`src/hw/tbrd_pkg.sv`:
```
package tbrd_pkg;

  // ----------------------------------------------------------------
  // Widths
  // ----------------------------------------------------------------
  localparam int unsigned TBRD_PM_AW = 12;
  localparam int unsigned TBRD_PM_DW = 16;
  localparam int unsigned TBRD_DM_AW = 9;
  localparam int unsigned TBRD_BYTE_W = 8;
  localparam int unsigned TBRD_HI_W = TBRD_PM_DW - TBRD_BYTE_W;
  localparam int unsigned TBRD_PAGE_W = TBRD_PM_AW - TBRD_BYTE_W;
  localparam int unsigned TBRD_REG_AW = 8;

  // ----------------------------------------------------------------
  // Register byte offsets
  // ----------------------------------------------------------------
  localparam logic [7:0] TBRD_OFS_PTR_LOW = 8'h00;
  localparam logic [7:0] TBRD_OFS_PTR_HIGH = 8'h04;
  localparam logic [7:0] TBRD_OFS_HIGH_BYTE = 8'h08;
  localparam logic [7:0] TBRD_OFS_SYS_CTRL = 8'h0C;
  localparam logic [7:0] TBRD_OFS_STATUS = 8'h10;
  localparam logic [7:0] TBRD_OFS_PTR_STEP = 8'h14;

  // ----------------------------------------------------------------
  // Field positions
  // ----------------------------------------------------------------
  localparam int unsigned TBRD_BIT_HP_EN = 0;
  localparam int unsigned TBRD_BIT_BUSY = 0;
  localparam int unsigned TBRD_BIT_LOW_INC = 0;
  localparam int unsigned TBRD_BIT_LOW_DEC = 1;
  localparam int unsigned TBRD_BIT_HIGH_INC = 2;
  localparam int unsigned TBRD_BIT_HIGH_DEC = 3;

  // ----------------------------------------------------------------
  // Reset values, fixed page, NONSEQ HTRANS code and sequencer states
  // ----------------------------------------------------------------
  localparam logic [7:0] TBRD_RST_PTR = 8'h00;
  localparam logic [7:0] TBRD_RST_HIGH_BYTE = 8'h00;
  localparam logic TBRD_RST_HP_EN = 1'b0;
  localparam logic [3:0] TBRD_LAST_PAGE = 4'hF;
  localparam logic [1:0] TBRD_HTRANS_NONSEQ = 2'h2;

  typedef enum logic {
    TBRD_ST_IDLE,
    TBRD_ST_READ
  } tbrd_state_t;

endpackage : tbrd_pkg

```
`src/hw/tbrd_ptr8.sv`:
```
`timescale 1ns/1ps
`default_nettype none
module tbrd_ptr8
  import tbrd_pkg::*;
(
  // Clock and reset
  input wire logic clk_in,
  input wire logic rst_in,
  input wire logic ce_in,
  // Update
  input wire logic wr_en_in,
  input wire logic [7:0] wr_data_in,
  input wire logic inc_in,
  input wire logic dec_in,
  // Value
  output logic [7:0] q_out
);

  typedef struct packed {
    logic [7:0] val;
  } tbrd_ptr_t;

  tbrd_ptr_t st_r;
  tbrd_ptr_t st_nxt;

  // Write beats a step in the same cycle
  always_comb begin
    st_nxt = st_r;
    if (wr_en_in) begin
      st_nxt.val = wr_data_in;
    end else if (inc_in && !dec_in) begin
      st_nxt.val = st_r.val + 8'h01;
    end else if (dec_in && !inc_in) begin
      st_nxt.val = st_r.val - 8'h01;
    end
  end

  always_ff @(posedge clk_in) begin
    if (rst_in) begin
      st_r.val <= TBRD_RST_PTR;
    end else if (ce_in) begin
      st_r <= st_nxt;
    end
  end

  assign q_out = st_r.val;

endmodule : tbrd_ptr8
`default_nettype wire

```
`src/hw/tbrd_ahb_slv.sv`:
```
`timescale 1ns/1ps
`default_nettype none
module tbrd_ahb_slv
  import tbrd_pkg::*;
(
  // Clock and reset
  input wire logic clk_in,
  input wire logic rst_in,
  input wire logic ce_in,
  // AHB-Lite slave
  input wire logic hsel_in,
  input wire logic [31:0] haddr_in,
  input wire logic [1:0] htrans_in,
  input wire logic hwrite_in,
  input wire logic hready_in,
  input wire logic [31:0] hwdata_in,
  output logic [31:0] hrdata_out,
  output logic hreadyout_out,
  output logic hresp_out,
  // Register side
  output logic [TBRD_REG_AW-1:0] rd_addr_out,
  input wire logic [31:0] rd_data_in,
  output logic wr_en_out,
  output logic [TBRD_REG_AW-1:0] wr_addr_out,
  output logic [31:0] wr_data_out
);

  typedef struct packed {
    logic wr_pend;
    logic [TBRD_REG_AW-1:0] wr_addr;
    logic [31:0] rdata;
    logic ready;
    logic resp;
  } tbrd_slv_t;

  tbrd_slv_t st_r;
  tbrd_slv_t st_nxt;
  logic take;

  // Zero wait states: every NONSEQ address phase is taken at once
  always_comb begin
    take = hsel_in && hready_in && (htrans_in == TBRD_HTRANS_NONSEQ);
    st_nxt = st_r;
    st_nxt.ready = 1'b1;
    // Always OKAY, but held in a flop like every other bus output
    st_nxt.resp = 1'b0;
    st_nxt.wr_pend = take && hwrite_in;
    if (take) begin
      st_nxt.wr_addr = haddr_in[TBRD_REG_AW-1:0];
    end
    if (take && !hwrite_in) begin
      st_nxt.rdata = rd_data_in;
    end
  end

  always_ff @(posedge clk_in) begin
    if (rst_in) begin
      st_r.wr_pend <= 1'b0;
      st_r.wr_addr <= '0;
      st_r.rdata <= 32'h00000000;
      st_r.ready <= 1'b0;
      st_r.resp <= 1'b0;
    end else if (ce_in) begin
      st_r <= st_nxt;
    end
  end

  assign rd_addr_out = haddr_in[TBRD_REG_AW-1:0];
  assign wr_en_out = st_r.wr_pend && ce_in;
  assign wr_addr_out = st_r.wr_addr;
  assign wr_data_out = hwdata_in;
  assign hrdata_out = st_r.rdata;
  assign hreadyout_out = st_r.ready;
  assign hresp_out = st_r.resp;

endmodule : tbrd_ahb_slv
`default_nettype wire

```
`src/hw/tbrd_top.sv`:
```
// Implementation choices: the AHB-Lite register port and the placing of the registers.
`timescale 1ns/1ps
`default_nettype none
module tbrd_top
  import tbrd_pkg::*;
(
  // Clock, reset, enable
  input wire logic SYS_CLK_IN,
  input wire logic RST_IN,
  input wire logic CE_IN,
  // AHB-Lite register bus
  input wire logic HSEL_IN,
  input wire logic [31:0] HADDR_IN,
  input wire logic [1:0] HTRANS_IN,
  input wire logic HWRITE_IN,
  input wire logic [2:0] HSIZE_IN,
  input wire logic HREADY_IN,
  input wire logic [31:0] HWDATA_IN,
  output logic [31:0] HRDATA_OUT,
  output logic HREADYOUT_OUT,
  output logic HRESP_OUT,
  // Instruction decoder
  input wire logic TRD_REQ_IN,
  input wire logic TRD_LAST_PAGE_IN,
  input wire logic [TBRD_DM_AW-1:0] TRD_DEST_IN,
  input wire logic [TBRD_PM_AW-1:0] PC_IN,
  input wire logic [TBRD_PM_AW-1:0] FETCH_ADDR_IN,
  output logic TRD_BUSY_OUT,
  // Program memory
  output logic [TBRD_PM_AW-1:0] PM_ADDR_OUT,
  output logic PM_TABLE_OUT,
  input wire logic [TBRD_PM_DW-1:0] PM_DATA_IN,
  // Data memory destination write
  output logic DM_WE_OUT,
  output logic [TBRD_DM_AW-1:0] DM_ADDR_OUT,
  output logic [TBRD_BYTE_W-1:0] DM_WDATA_OUT
);

  // ----------------------------------------------------------------
  // State
  // ----------------------------------------------------------------
  typedef struct packed {
    tbrd_state_t fsm;
    logic hp_en;
    logic [TBRD_HI_W-1:0] high_byte;
    logic [TBRD_DM_AW-1:0] dest;
    logic [TBRD_PM_AW-1:0] pm_addr;
    logic pm_table;
    logic busy;
    logic dm_we;
    logic [TBRD_DM_AW-1:0] dm_addr;
    logic [TBRD_BYTE_W-1:0] dm_wdata;
  } tbrd_core_t;

  tbrd_core_t st_r;
  tbrd_core_t st_nxt;

  logic [7:0] table_pointer_low;
  logic [7:0] table_pointer_high;
  logic [TBRD_REG_AW-1:0] rd_addr;
  logic [31:0] rd_data;
  logic wr_en;
  logic [TBRD_REG_AW-1:0] wr_addr;
  logic [31:0] wr_data;
  logic low_wr;
  logic high_wr;
  logic step_wr;
  logic [TBRD_PAGE_W-1:0] page_sel;
  logic [TBRD_PM_AW-1:0] table_addr;

  // ----------------------------------------------------------------
  // Bus slave
  // ----------------------------------------------------------------
  tbrd_ahb_slv u_slv (
    .clk_in(SYS_CLK_IN),
    .rst_in(RST_IN),
    .ce_in(CE_IN),
    .hsel_in(HSEL_IN),
    .haddr_in(HADDR_IN),
    .htrans_in(HTRANS_IN),
    .hwrite_in(HWRITE_IN),
    .hready_in(HREADY_IN),
    .hwdata_in(HWDATA_IN),
    .hrdata_out(HRDATA_OUT),
    .hreadyout_out(HREADYOUT_OUT),
    .hresp_out(HRESP_OUT),
    .rd_addr_out(rd_addr),
    .rd_data_in(rd_data),
    .wr_en_out(wr_en),
    .wr_addr_out(wr_addr),
    .wr_data_out(wr_data)
  );

  // Only single word transfers are used; size is not decoded
  logic unused_size;
  assign unused_size = ^HSIZE_IN;

  assign low_wr = wr_en && (wr_addr == TBRD_OFS_PTR_LOW);
  assign high_wr = wr_en && (wr_addr == TBRD_OFS_PTR_HIGH);
  assign step_wr = wr_en && (wr_addr == TBRD_OFS_PTR_STEP);

  // ----------------------------------------------------------------
  // Table pointers
  // ----------------------------------------------------------------
  tbrd_ptr8 u_ptr_low (
    .clk_in(SYS_CLK_IN),
    .rst_in(RST_IN),
    .ce_in(CE_IN),
    .wr_en_in(low_wr),
    .wr_data_in(wr_data[7:0]),
    .inc_in(step_wr && wr_data[TBRD_BIT_LOW_INC]),
    .dec_in(step_wr && wr_data[TBRD_BIT_LOW_DEC]),
    .q_out(table_pointer_low)
  );

  tbrd_ptr8 u_ptr_high (
    .clk_in(SYS_CLK_IN),
    .rst_in(RST_IN),
    .ce_in(CE_IN),
    .wr_en_in(high_wr),
    .wr_data_in(wr_data[7:0]),
    .inc_in(step_wr && wr_data[TBRD_BIT_HIGH_INC]),
    .dec_in(step_wr && wr_data[TBRD_BIT_HIGH_DEC]),
    .q_out(table_pointer_high)
  );

  // ----------------------------------------------------------------
  // Table address
  // ----------------------------------------------------------------
  always_comb begin
    if (TRD_LAST_PAGE_IN) begin
      page_sel = TBRD_LAST_PAGE;
    end else if (st_r.hp_en) begin
      page_sel = table_pointer_high[TBRD_PAGE_W-1:0];
    end else begin
      page_sel = PC_IN[TBRD_PM_AW-1:TBRD_BYTE_W];
    end
    // Any of the 4096 words can be addressed
    table_addr = {page_sel, table_pointer_low};
  end

  // ----------------------------------------------------------------
  // Register read mux
  // ----------------------------------------------------------------
  // Unmapped offsets and unused bits read as zero
  always_comb begin
    rd_data = 32'h00000000;
    unique case (rd_addr)
      TBRD_OFS_PTR_LOW: rd_data[7:0] = table_pointer_low;
      TBRD_OFS_PTR_HIGH: rd_data[7:0] = table_pointer_high;
      TBRD_OFS_HIGH_BYTE: rd_data[TBRD_HI_W-1:0] = st_r.high_byte;
      TBRD_OFS_SYS_CTRL: rd_data[TBRD_BIT_HP_EN] = st_r.hp_en;
      TBRD_OFS_STATUS: rd_data[TBRD_BIT_BUSY] = st_r.busy;
      default: rd_data = 32'h00000000;
    endcase
  end

  // ----------------------------------------------------------------
  // Sequencer
  // ----------------------------------------------------------------
  always_comb begin
    st_nxt = st_r;
    st_nxt.dm_we = 1'b0;
    if (wr_en && (wr_addr == TBRD_OFS_SYS_CTRL)) begin
      st_nxt.hp_en = wr_data[TBRD_BIT_HP_EN];
    end
    // Writes to the high byte offset fall through unused
    unique case (st_r.fsm)
      TBRD_ST_IDLE: begin
        st_nxt.pm_addr = FETCH_ADDR_IN;
        st_nxt.pm_table = 1'b0;
        st_nxt.busy = 1'b0;
        if (TRD_REQ_IN) begin
          // Address and operand latched in the first cycle
          st_nxt.fsm = TBRD_ST_READ;
          st_nxt.dest = TRD_DEST_IN;
          st_nxt.pm_addr = table_addr;
          st_nxt.pm_table = 1'b1;
          st_nxt.busy = 1'b1;
        end
      end
      TBRD_ST_READ: begin
        // Second cycle: memory returns the table word
        st_nxt.fsm = TBRD_ST_IDLE;
        st_nxt.high_byte = PM_DATA_IN[TBRD_PM_DW-1:TBRD_BYTE_W];
        st_nxt.dm_we = 1'b1;
        st_nxt.dm_addr = st_r.dest;
        st_nxt.dm_wdata = PM_DATA_IN[TBRD_BYTE_W-1:0];
        st_nxt.pm_addr = FETCH_ADDR_IN;
        st_nxt.pm_table = 1'b0;
        st_nxt.busy = 1'b0;
      end
    endcase
  end

  always_ff @(posedge SYS_CLK_IN) begin
    if (RST_IN) begin
      st_r.fsm <= TBRD_ST_IDLE;
      st_r.hp_en <= TBRD_RST_HP_EN;
      st_r.high_byte <= TBRD_RST_HIGH_BYTE;
      st_r.dest <= '0;
      st_r.pm_addr <= '0;
      st_r.pm_table <= 1'b0;
      st_r.busy <= 1'b0;
      st_r.dm_we <= 1'b0;
      st_r.dm_addr <= '0;
      st_r.dm_wdata <= '0;
    end else if (CE_IN) begin
      st_r <= st_nxt;
    end
  end

  // ----------------------------------------------------------------
  // Outputs
  // ----------------------------------------------------------------
  assign TRD_BUSY_OUT = st_r.busy;
  assign PM_ADDR_OUT = st_r.pm_addr;
  assign PM_TABLE_OUT = st_r.pm_table;
  assign DM_WE_OUT = st_r.dm_we;
  assign DM_ADDR_OUT = st_r.dm_addr;
  assign DM_WDATA_OUT = st_r.dm_wdata;

endmodule : tbrd_top
`default_nettype wire

```
`config.mk`:
```
export PLATFORM = sky130hd
export DESIGN_NAME = tbrd_top
export DESIGN_NICKNAME = d
export VERILOG_FILES = /design/src/hw/tbrd_pkg.sv /design/src/hw/tbrd_ptr8.sv /design/src/hw/tbrd_ahb_slv.sv /design/src/hw/tbrd_top.sv
export SDC_FILE = /design/constraint.sdc
export NUM_CORES = 1
export LEC_CHECK = 0
export BUFFER_PORTS_ARGS = -buffer_cell sky130_fd_sc_hd__buf_4
export CAP_MARGIN = 20
export CORE_MARGIN = 2
export CORE_UTILIZATION = 50
export DETAILED_ROUTE_END_ITERATION = 6
export HOLD_SLACK_MARGIN = 0.12
export PLACE_DENSITY = 0.83
export SLEW_MARGIN = 5
export SYNTH_ARGS = -nofsm -noshare
export SYNTH_HDL_FRONTEND = slang
export SYNTH_SLANG_ARGS = --single-unit
```
`constraint.sdc`:
```
create_clock -name SYS_CLK_IN -period 8.9 [get_ports SYS_CLK_IN]
set_clock_uncertainty 0.15 [all_clocks]
set_input_delay 1.335 -clock SYS_CLK_IN [delete_from_list [all_inputs] [get_ports SYS_CLK_IN]]
set_output_delay 1.335 -clock SYS_CLK_IN [all_outputs]
set_load 0.02 [all_outputs]
```
==> results of run 1 <==
==> layer usage <==
| layer | vias to the layer above | wire (um) | track usage [%] |
|---|---|---|---|
| met2 | 175 | 5360 | 36.5 |
| met5 | - | 0 | 0 |
| met1 | 1872 | 4810 | 29.5 |
| met3 | 17 | 812 | 3.69 |
| li1 | 1957 | - | - |
| met4 | 0 | 202 | 7.69 |
==> power by group through the flow <==
stage	combinational (uW)	clock, uW	sequential (uW)
after CTS	91.5	262	387
after detailed placement	91.2	0	395
final	91.7	258	387
after global placement	89.4	0	395
after global routing	99.5	278	388
after floorplan	67.1	0	394
==> sequential cells by signal (all words and copies together), names as in the netlist <==
| signal | count |
|---|---|
| st_r | 19 |
| PM_ADDR_OUT | 12 |
| DM_ADDR_OUT | 9 |
| DM_WDATA_OUT | 8 |
| u_ptr_high.q_out | 8 |
| u_ptr_low.q_out | 8 |
| u_slv.hrdata_out | 8 |
| u_slv.wr_addr_out | 8 |
| DM_WE_OUT | 1 |
| u_slv.hreadyout_out | 1 |
| u_slv.st_r | 1 |
==> worst register-to-register path, delay by kind of cell, from the launching register on <==
kind / cells / cell delay [ps]
AOI/OAI and AO/OA: 4 / 1180
adders and majority gates: 1 / 480
DFF: 1 / 320
and+or+nand+nor: 4 / 1580
==> worst max path at each step <==
stage                      from                  end  cells past startpoint
after floorplan           CE_IN  u_ptr_high.q_out[7]                     11
after global placement    CE_IN  u_ptr_high.q_out[7]                     10
after detailed placement  CE_IN  u_ptr_high.q_out[7]                     10
after CTS                 CE_IN  u_ptr_high.q_out[7]                     10
after global routing      CE_IN  u_ptr_high.q_out[7]                     10
final                     CE_IN  u_ptr_high.q_out[7]                     10
==> stage by stage <==
step           instances  cell area (sq um)  total power, uW  worst slack, ps  hold slack [ps]
2_1_floorplan        582               4730              461             4740              282
3_3_place_gp         708               5060              484             4000              287
3_5_place_dp         708               5060              486             3860              293
4_1_cts              724               5240              740             4240              307
5_1_grt              724               5240              765             3900              334
6_report             724               5240              737             4220              310
==> cells in the final DEF, fill, tap and decap left out, types with 3 or more instances in the layout <==
cell type and count:
a211oi_1 7, a21o_1 4, a21oi_1 58, a22o_1 7, a311oi_1 9, buf_4 108
clkbuf_8 9, conb_1 25, dfxtp_1 83, ha_1 14, inv_1 11, inv_6 3
mux2_2 4, mux2i_1 19, nand2_1 103, nand2b_1 13, nand3_1 8, nand4_1 3
nor2_1 29, nor2b_1 6, nor3_1 3, nor4_1 3, o211ai_1 3, o21ai_0 20
o221ai_1 5, or3_1 3, xnor2_1 3, xor2_1 8
==> area by class of cell <==
| type | instances | area share (%) |
|---|---|---|
| clock inverters | 7 | 1.10 |
| flip-flops and latches | 83 | 31.7 |
| inverters | 11 | 0.788 |
| repair buffers | 108 | 15.5 |
| well taps | 111 | 2.65 |
| multi-input cells | 395 | 45.9 |
| clock buffers | 9 | 2.37 |
==> cell families after synthesis <==
kind of cell,count (synthesis),share of synthesized area (%)
mux,24,5.56
simple gates,188,19.2
fa+ha+maj,16,4.64
flops,83,35.8
other cells,1,0.0809
xor+xnor,11,2.08
buf+inv,104,14.3
compound gates,131,18.3
==> results_dict.tcl, run 1 <==
set metrics [dict create \
    arrival_ps 4780 \
    fin_crit_sh_pct 52.6 \
    synth_flop_cell "dfxtp_1" \
    cts-resized-gates 0 \
    cap_viol_max_count 0 \
    grt_max_degree 73 \
    multi_input_area_sq_mm 0.00240 \
    wl_per_cell_um 15.5 \
    num_antenna_cells 0 \
    clock_path_buffers 2 \
    clockRootBuffer "clkbuf_8" \
    drt_iter0_drc 305 \
    synth_most_common_cell "nand2_1" \
    timing.rr.start "u_slv.wr_addr_out[0]" \
    synth_common_cells "nand2_1 (103), dfxtp_1 (83), buf_4 (63)" \
    die_h_um 100 \
    r2r_cells 9 \
    cp-end-kind "register" \
    vdd_drop_max_mv 0.0901 \
    ys_seq_elements 83 \
    setup-violations-final 0 \
    outcome "complete, no violations" \
    cp.required_ps 9000 \
    slew_headroom_pct 38.3 \
    crit_chain "buf_4, nand4bb_2, nor4b_4, nand3_1, ha_1, o21ai_0, o21bai_1, a2111oi_0, o2111ai_1, nor3b_1" \
    rsz0062_at_grt "false" \
    nets 750 \
    gp_congestion 0.909 \
    synth_edf_count 0 \
    synth.distinct_cells 58 \
    critPathKind "in2reg" \
    seqPwrFrac_pct 52.5 \
    crit_buf_inv 1 \
    first_pass_iters 5 \
    place_hpwl_um 8290 \
    htreeDepth 3 \
    clkLatencyLatePin_ps 360 \
    synthCells 558 \
    min_from "DM_WDATA_OUT[1]" \
    period_minus_slack_ps 4680 \
    sw_frac_of_total_pct 28.8 \
    p_per_area_mw_per_mm2 141 \
    synth.largest_area_cell "dfxtp_1" \
    path_max_fanout 34 \
    final_core_util_pct 57.5 \
    hold_class "reg2reg" \
    first_global_vias 3711 \
    ys_seq_area_share_pct 35.8 \
    yosys-top-cells-area "dfxtp_1 (36%), buf_4 (10%), nand2_1 (8.3%), a21oi_1 (6.3%), mux2i_1 (4.1%)" \
    clkSlewWorstSetupHoldPaths_ps 90 \
    switching_power_uw 212 \
    holdPathEnd "DM_WDATA_OUT[1]" \
    cts_hold_buf 0 \
    grtUsageTotal_pct 22.2 \
    drive_above_1_share_pct 22.2 \
    io_buffers 107 \
    clock_sinks 83 \
    yosys_warnings 0 \
    num_rows 35 \
    die_width_um 100 \
    grt-ovfl-total 0 \
    worstReg2RegEnd "u_ptr_high.q_out[7]" \
    hold_depth 2 \
    synth.avg_cell_area_sq_um 8.31 \
    comb_power_share_pct 12.5 \
    clkPwrFrac_pct 35.0 \
    final.setup.tns_ps 0 \
    synth_async_sr_flop_share_pct 0 \
    numCtsBuffers 9 \
    cpPeakStageDelay_ps 670 \
    path_delay_family "simple AND/OR/NAND/NOR gates" \
    fmax_mhz 214 \
    cellLeakagePower_uw 0.00218 \
    yosysTopAreaCellShare_pct 35.8 \
    seq_area_sq_mm 0.00166 \
    tightestPinTransition_ps 923 \
    via_per_inst 5.55 \
    ios 192 \
    reg2reg_slack_ps 5070 \
    synth.cell_area_sq_mm 0.00464 \
    intPower_uw 525 \
    nFillCells 816 \
    die_area_sq_mm 0.0101 \
    cts_tree "built" \
    drtAntennaViolNets 0 \
    finalMaxSlewViolations 0 \
    vias 4021 \
    cp-start-kind "input port" \
    cp_slowest_cell "a2111oi_0" \
    hold_viol 0 \
    areaGrowthSynthToFinish_pct 13.0 \
    grt_antenna_before_repair 0 \
    core_sq_mm 0.00911 \
    cts_setup_buffers 0 \
    drc 0 \
    initial_core_util_pct 50.9 \
    wl_um 11200 \
    grt_first_pass_wirelength_um 17800 \
]
No activity file was read; power rests on OpenSTA's default activity.
==> run 2, diff against run 1 <==
Settings changed: CORE_UTILIZATION 50 to 44, PLACE_DENSITY 0.83 to 0.77.
Clock period 8.9 ns to 4.23 ns, I/O delays scaled along.
==> results_dict.tcl, run 2 (same netlist as run 1, synthesis figures left out) <==
set metrics [dict create \
    place_hpwl_um 8680 \
    hold_viol 0 \
    cp-end-kind "register" \
    cp.required_ps 4310 \
    numCtsBuffers 9 \
    fmax_mhz 267 \
    nets 753 \
    gp_congestion 0.883 \
    grt_max_degree 73 \
    fin_total_pwr_uw 1550 \
    first_global_vias 3810 \
    wl_per_cell_um 15.3 \
    clkLatencyLatePin_ps 360 \
    rsz0062_at_grt "false" \
    setup-violations-final 0 \
    final_cell_mix "buf_4 (111), nand2_1 (103), dfxtp_1 (83)" \
    areaGrowthSynthToFinish_pct 14.2 \
    holdPathEnd "DM_ADDR_OUT[5]" \
    slew_headroom_pct 40.8 \
    busiest_layer "met2" \
    crit_chain "or3_1, nor4b_4, nand3_1, ha_1, a211oi_1, o21bai_1, a2111oi_0, o2111ai_1, nor3b_1" \
    outcome "complete, no violations" \
    seqPwrFrac_pct 52.5 \
    intPower_uw 1120 \
    arrival_ps 3840 \
    initial_core_util_pct 45.1 \
    layout_commonest_cell "buf_4" \
    fin_crit_sh_pct 88.7 \
    grt_antenna_before_repair 0 \
    tightestPinTransition_ps 885 \
    drive_above_1_share_pct 22.6 \
    vias 4014 \
    clock_sinks 83 \
    cap_viol_max_count 0 \
    cp_slowest_cell "a2111oi_0" \
    cts_tree "built" \
    use_met1_pct 26.8 \
    num_antenna_cells 0 \
    vdd_drop_max_mv 0.164 \
    path_max_fanout 8 \
    cts_setup_buffers 0 \
    die_h_um 107 \
    via_per_inst 5.34 \
    wl_um 11500 \
    drt_iter0_drc 235 \
    p_per_area_mw_per_mm2 293 \
    hold_class "reg2reg" \
    r2r_cells 9 \
    grt-ovfl-total 0 \
    path_delay_family "simple AND/OR/NAND/NOR gates" \
    largest_reg_flops 19 \
    clkSlewWorstSetupHoldPaths_ps 90 \
    cp-start-kind "register" \
    reg2reg_slack_ps 480 \
    critPathKind "reg2reg" \
    hold_depth 2 \
    cts-resized-gates 0 \
    ios 192 \
    io_buffers 107 \
    period_minus_slack_ps 3750 \
    cts_hold_buf 0 \
    finalMaxSlewViolations 0 \
    die_width_um 107 \
    worstReg2RegEnd "u_ptr_high.q_out[7]" \
    sw_frac_of_total_pct 27.9 \
    cpPeakStageDelay_ps 700 \
    drc 0 \
    min_from "st_r[37]" \
    use_met3_pct 2.80 \
    final.setup.tns_ps 0 \
    top_register "st_r" \
    num_rows 37 \
    clock_path_buffers 2 \
    cellLeakagePower_uw 0.00220 \
    timing.rr.start "u_slv.wr_addr_out[0]" \
    switching_power_uw 433 \
    die_area_sq_mm 0.0114 \
    grt_first_pass_wirelength_um 18500 \
    clockRootBuffer "clkbuf_8" \
    drtAntennaViolNets 0 \
    htreeDepth 3 \
    clkPwrFrac_pct 35.0 \
    grtUsageTotal_pct 20.3 \
    comb_power_share_pct 12.5 \
    first_pass_iters 4 \
    met2_usage_pct 33.6 \
    core_sq_mm 0.0103 \
    crit_buf_inv 0 \
]
==> run 2: cell types whose count changed in the layout (fill, tap and decap cells not counted) <==
cell        delta
clkbuf_8       +1
buf_4          +3
inv_6          -1
inv_8          -1
clkinv_4       +2
clkinvlp_4     -1
==> run 2: tightest hold or removal path, cell delays in order (launching register included) <==
cell and delay (ps):
dfxtp_1 320, nand2_1 50, a21oi_1 50
==> run 2: area by class of cell <==
cell class / instances / area, sq um
Multi-Input combinational cell: 395 / 2400
Tap cell: 136 / 170
Timing Repair Buffer: 111 / 833
Inverter: 11 / 41.3
Fill cell: 988 / 4980
Clock inverter: 6 / 47.5
Clock buffer: 10 / 138
Sequential cell: 83 / 1660
==> run 2: power groups by stage <==
stage | sequential [uW] | clock [uW] | combinational [uW]
floorplan | 829 | 0 | 141
global placement | 831 | 0 | 190
detailed placement | 831 | 0 | 193
CTS | 813 | 551 | 194
global route | 816 | 585 | 210
finish | 813 | 542 | 194
==> run 2: how the worst max path moves through the flow <==
stage,slack [ps],depth (start not counted),from,end
detailed placement,250,10,CE_IN,u_ptr_high.q_out[7]
finish,480,9,u_slv.wr_addr_out[0],u_ptr_high.q_out[7]
global route,200,9,u_slv.wr_addr_out[0],u_ptr_high.q_out[7]
CTS,500,9,u_slv.wr_addr_out[0],u_ptr_high.q_out[7]
floorplan,770,11,CE_IN,u_ptr_high.q_out[7]
global placement,440,10,CE_IN,u_ptr_high.q_out[7]
==> run 2: through the flow <==
stage | cells | setup WS, ps | hold WS (ps) | cell area (sq um) | utilization, %
after global routing | 752 | 203 | 318 | 5300 | 51.5
after global placement | 736 | 439 | 287 | 5110 | 49.7
after detailed placement | 736 | 254 | 294 | 5110 | 49.7
final | 752 | 478 | 301 | 5300 | 51.5
after floorplan | 582 | 772 | 282 | 4730 | -
after CTS | 752 | 498 | 302 | 5300 | 51.5
==> run 2: routing by layer <==
layer,up-vias,wire (um),part of all wire (%)
met5,-,0,0
met4,0,240,2.1
met3,20,664,5.8
met2,151,5510,48
met1,1885,5090,44
li1,1958,-,-
==> run 3, diff against run 2 <==
Settings changed: ABC_AREA set to 1, PLACE_DENSITY 0.77 to 0.76.
==> results_dict.tcl, run 3 <==
set metrics [dict create \
    die_h_um 109 \
    yosys_warnings 0 \
    hold_depth 2 \
    worstReg2RegEnd "u_ptr_low.q_out[6]" \
    hold_viol 0 \
    drc 0 \
    cp.required_ps 4370 \
    die_area_sq_mm 0.0118 \
    path_common_cell "nand3_1" \
    ys_seq_area_share_pct 34.5 \
    cts_setup_buffers 0 \
    grt_max_degree 52 \
    clock_path_buffers 2 \
    final.setup.tns_ps 0 \
    crit_buf_inv 1 \
    synth_common_cells "nand2_1 (118), dfxtp_1 (83), nor2_1 (68)" \
    setup-violations-final 0 \
    holdPathEnd "st_r[34]" \
    clkSlewWorstSetupHoldPaths_ps 100 \
    clockRootBuffer "clkbuf_8" \
    yosys-top-cells-area "dfxtp_1 (34%), buf_4 (9.8%), nand2_1 (9.2%), nand3_1 (6.9%), a21oi_1 (6.1%)" \
    place_hpwl_um 9080 \
    ios 192 \
    wl_um 12300 \
    first_pass_iters 5 \
    cts-resized-gates 0 \
    slew_headroom_pct 51.1 \
    largest_reg_flops 19 \
    cellLeakagePower_uw 0.00261 \
    tightestPinTransition_ps 732 \
    clock_sinks 83 \
    arrival_ps 2960 \
    path_delay_family "simple AND/OR/NAND/NOR gates" \
    timing.rr.start "u_slv.wr_addr_out[5]" \
    path_max_fanout 9 \
    cts_tree "built" \
    cts_hold_buf 0 \
    vias 4448 \
    num_rows 38 \
    r2r_cells 12 \
    yosysTopAreaCellShare_pct 34.5 \
    crit_chain "inv_1, nand2_1, nor2_2, nand3_1, ha_1, a21oi_1, or2_2, nand3_1, nand2_1, nand3_1, nand3_1, a21oi_1" \
    numCtsBuffers 9 \
    die_width_um 109 \
    initial_core_util_pct 44.8 \
    htreeDepth 3 \
    synth_async_sr_flop_share_pct 0 \
    num_antenna_cells 0 \
    grt-ovfl-total 0 \
    clkPwrFrac_pct 35.2 \
    hold_class "reg2reg" \
    areaGrowthSynthToFinish_pct 14.2 \
    gp_congestion 0.914 \
    fin_crit_sh_pct 66.6 \
    sw_frac_of_total_pct 30.3 \
    grtUsageTotal_pct 20.8 \
    vdd_drop_max_mv 0.153 \
    synth_most_common_cell "nand2_1" \
    period_minus_slack_ps 2820 \
    cpPeakStageDelay_ps 560 \
    critPathKind "reg2reg" \
    drtAntennaViolNets 0 \
    clkLatencyLatePin_ps 370 \
    finalMaxSlewViolations 0 \
    cp-end-kind "register" \
    top_register "st_r" \
    drive_above_1_share_pct 20.3 \
    layout_commonest_cell "nand2_1" \
    comb_power_share_pct 14.0 \
    synth.avg_cell_area_sq_um 7.09 \
    intPower_uw 1130 \
    first_global_vias 3870 \
    seqPwrFrac_pct 50.8 \
    drt_iter0_drc 333 \
    via_per_inst 5.05 \
    synth.distinct_cells 38 \
    cp_slowest_cell "ha_1" \
    switching_power_uw 489 \
    wl_per_cell_um 13.9 \
    grt_antenna_before_repair 0 \
    synth_edf_count 0 \
    ys_seq_elements 83 \
    rsz0062_at_grt "false" \
    cp-start-kind "register" \
    finalNonFillerCells 880 \
    io_buffers 107 \
    synthCells 679 \
    synth.largest_area_cell "dfxtp_1" \
    core_sq_mm 0.0107 \
    min_from "st_r[34]" \
    synth_flop_cell "dfxtp_1" \
    placedCellCount 864 \
    grt_first_pass_wirelength_um 19200 \
    fmax_mhz 355 \
    synth.cell_area_sq_mm 0.00482 \
    p_per_area_mw_per_mm2 294 \
    final_cell_mix "nand2_1 (118), buf_4 (110), dfxtp_1 (83)" \
    nets 877 \
    reg2reg_slack_ps 1410 \
    outcome "complete, no violations" \
    cap_viol_max_count 0 \
]
==> run 3: changes by cell type after synthesis, moves of 9 or more <==
cell      delta
a311oi_1     -9
nand2_1     +15
o21ai_0     +34
nand2b_1    -13
nand4_1      +9
nor2_1      +39
inv_1       +44
mux2i_1     -15
nand3_1     +58
==> run 3: worst max path at each step <==
| stage | startpoint | end | slack [ps] | cells past startpoint |
|---|---|---|---|---|
| 4_1_cts | u_slv.wr_addr_out[0] | u_ptr_low.q_out[6] | 1440 | 12 |
| 3_3_place_gp | CE_IN | u_ptr_low.q_out[6] | 1270 | 12 |
| 3_5_place_dp | CE_IN | u_ptr_low.q_out[6] | 1260 | 12 |
| 6_report | u_slv.wr_addr_out[5] | u_ptr_low.q_out[6] | 1410 | 12 |
| 2_1_floorplan | CE_IN | u_ptr_low.q_out[6] | 1580 | 12 |
| 5_1_grt | u_slv.wr_addr_out[0] | u_ptr_low.q_out[6] | 1210 | 12 |
==> run 3: area by class of cell <==
class,instances,area (sq um)
Tap cell,140,175
Clock inverter,7,66.3
Clock buffer,9,124
Fill cell,1115,5240
Sequential cell,83,1660
Inverter,61,231
Multi-Input combinational cell,470,2420
Timing Repair Buffer,110,826
==> run 3: per-layer routing <==
metal / up-vias / part of all wire [%] / track usage [%] / wire length, um
li1: 2269 / - / - / -
met1: 1993 / 44 / 28.3 / 5390
met2: 171 / 46 / 33.0 / 5700
met3: 15 / 7.7 / 4.24 / 945
met4: 0 / 1.9 / 6.96 / 239
met5: - / 0 / 0 / 0
==> run 3: logic make-up after synthesis <==
family	Yosys count	synth area share [%]
xor+xnor	5	0.909
other cells	1	0.0778
buf+inv	150	17.2
mux	4	0.831
compound gates	135	14.9
fa+ha+maj	16	4.47
simple gates	285	27.2
flops	83	34.5
==> run 3: power groups by stage <==
stage                     Combinational (uW)  Clock [uW]  Sequential, uW
after floorplan                          164           0             837
after global placement                   223           0             839
after detailed placement                 225           0             840
after CTS                                225         577             822
after global routing                     247         605             825
final                                    226         569             822
==> run 3: per-stage QoR <==
stage | utilization (%) | worst slack, ps | power [uW] | hold slack [ps] | cell area, sq um
2_1_floorplan | - | 1580 | 1000 | 288 | 4910
3_3_place_gp | 49.4 | 1270 | 1060 | 296 | 5310
3_5_place_dp | 49.4 | 1260 | 1060 | 301 | 5310
4_1_cts | 51.2 | 1440 | 1620 | 315 | 5500
5_1_grt | 51.2 | 1210 | 1680 | 338 | 5500
6_report | 51.2 | 1410 | 1620 | 311 | 5500
==> run 3: tightest hold or removal path, cell delays in order (launching register included) <==
cell	delay, ps
dfxtp_1	320
nand2_1	60
a21oi_1	50
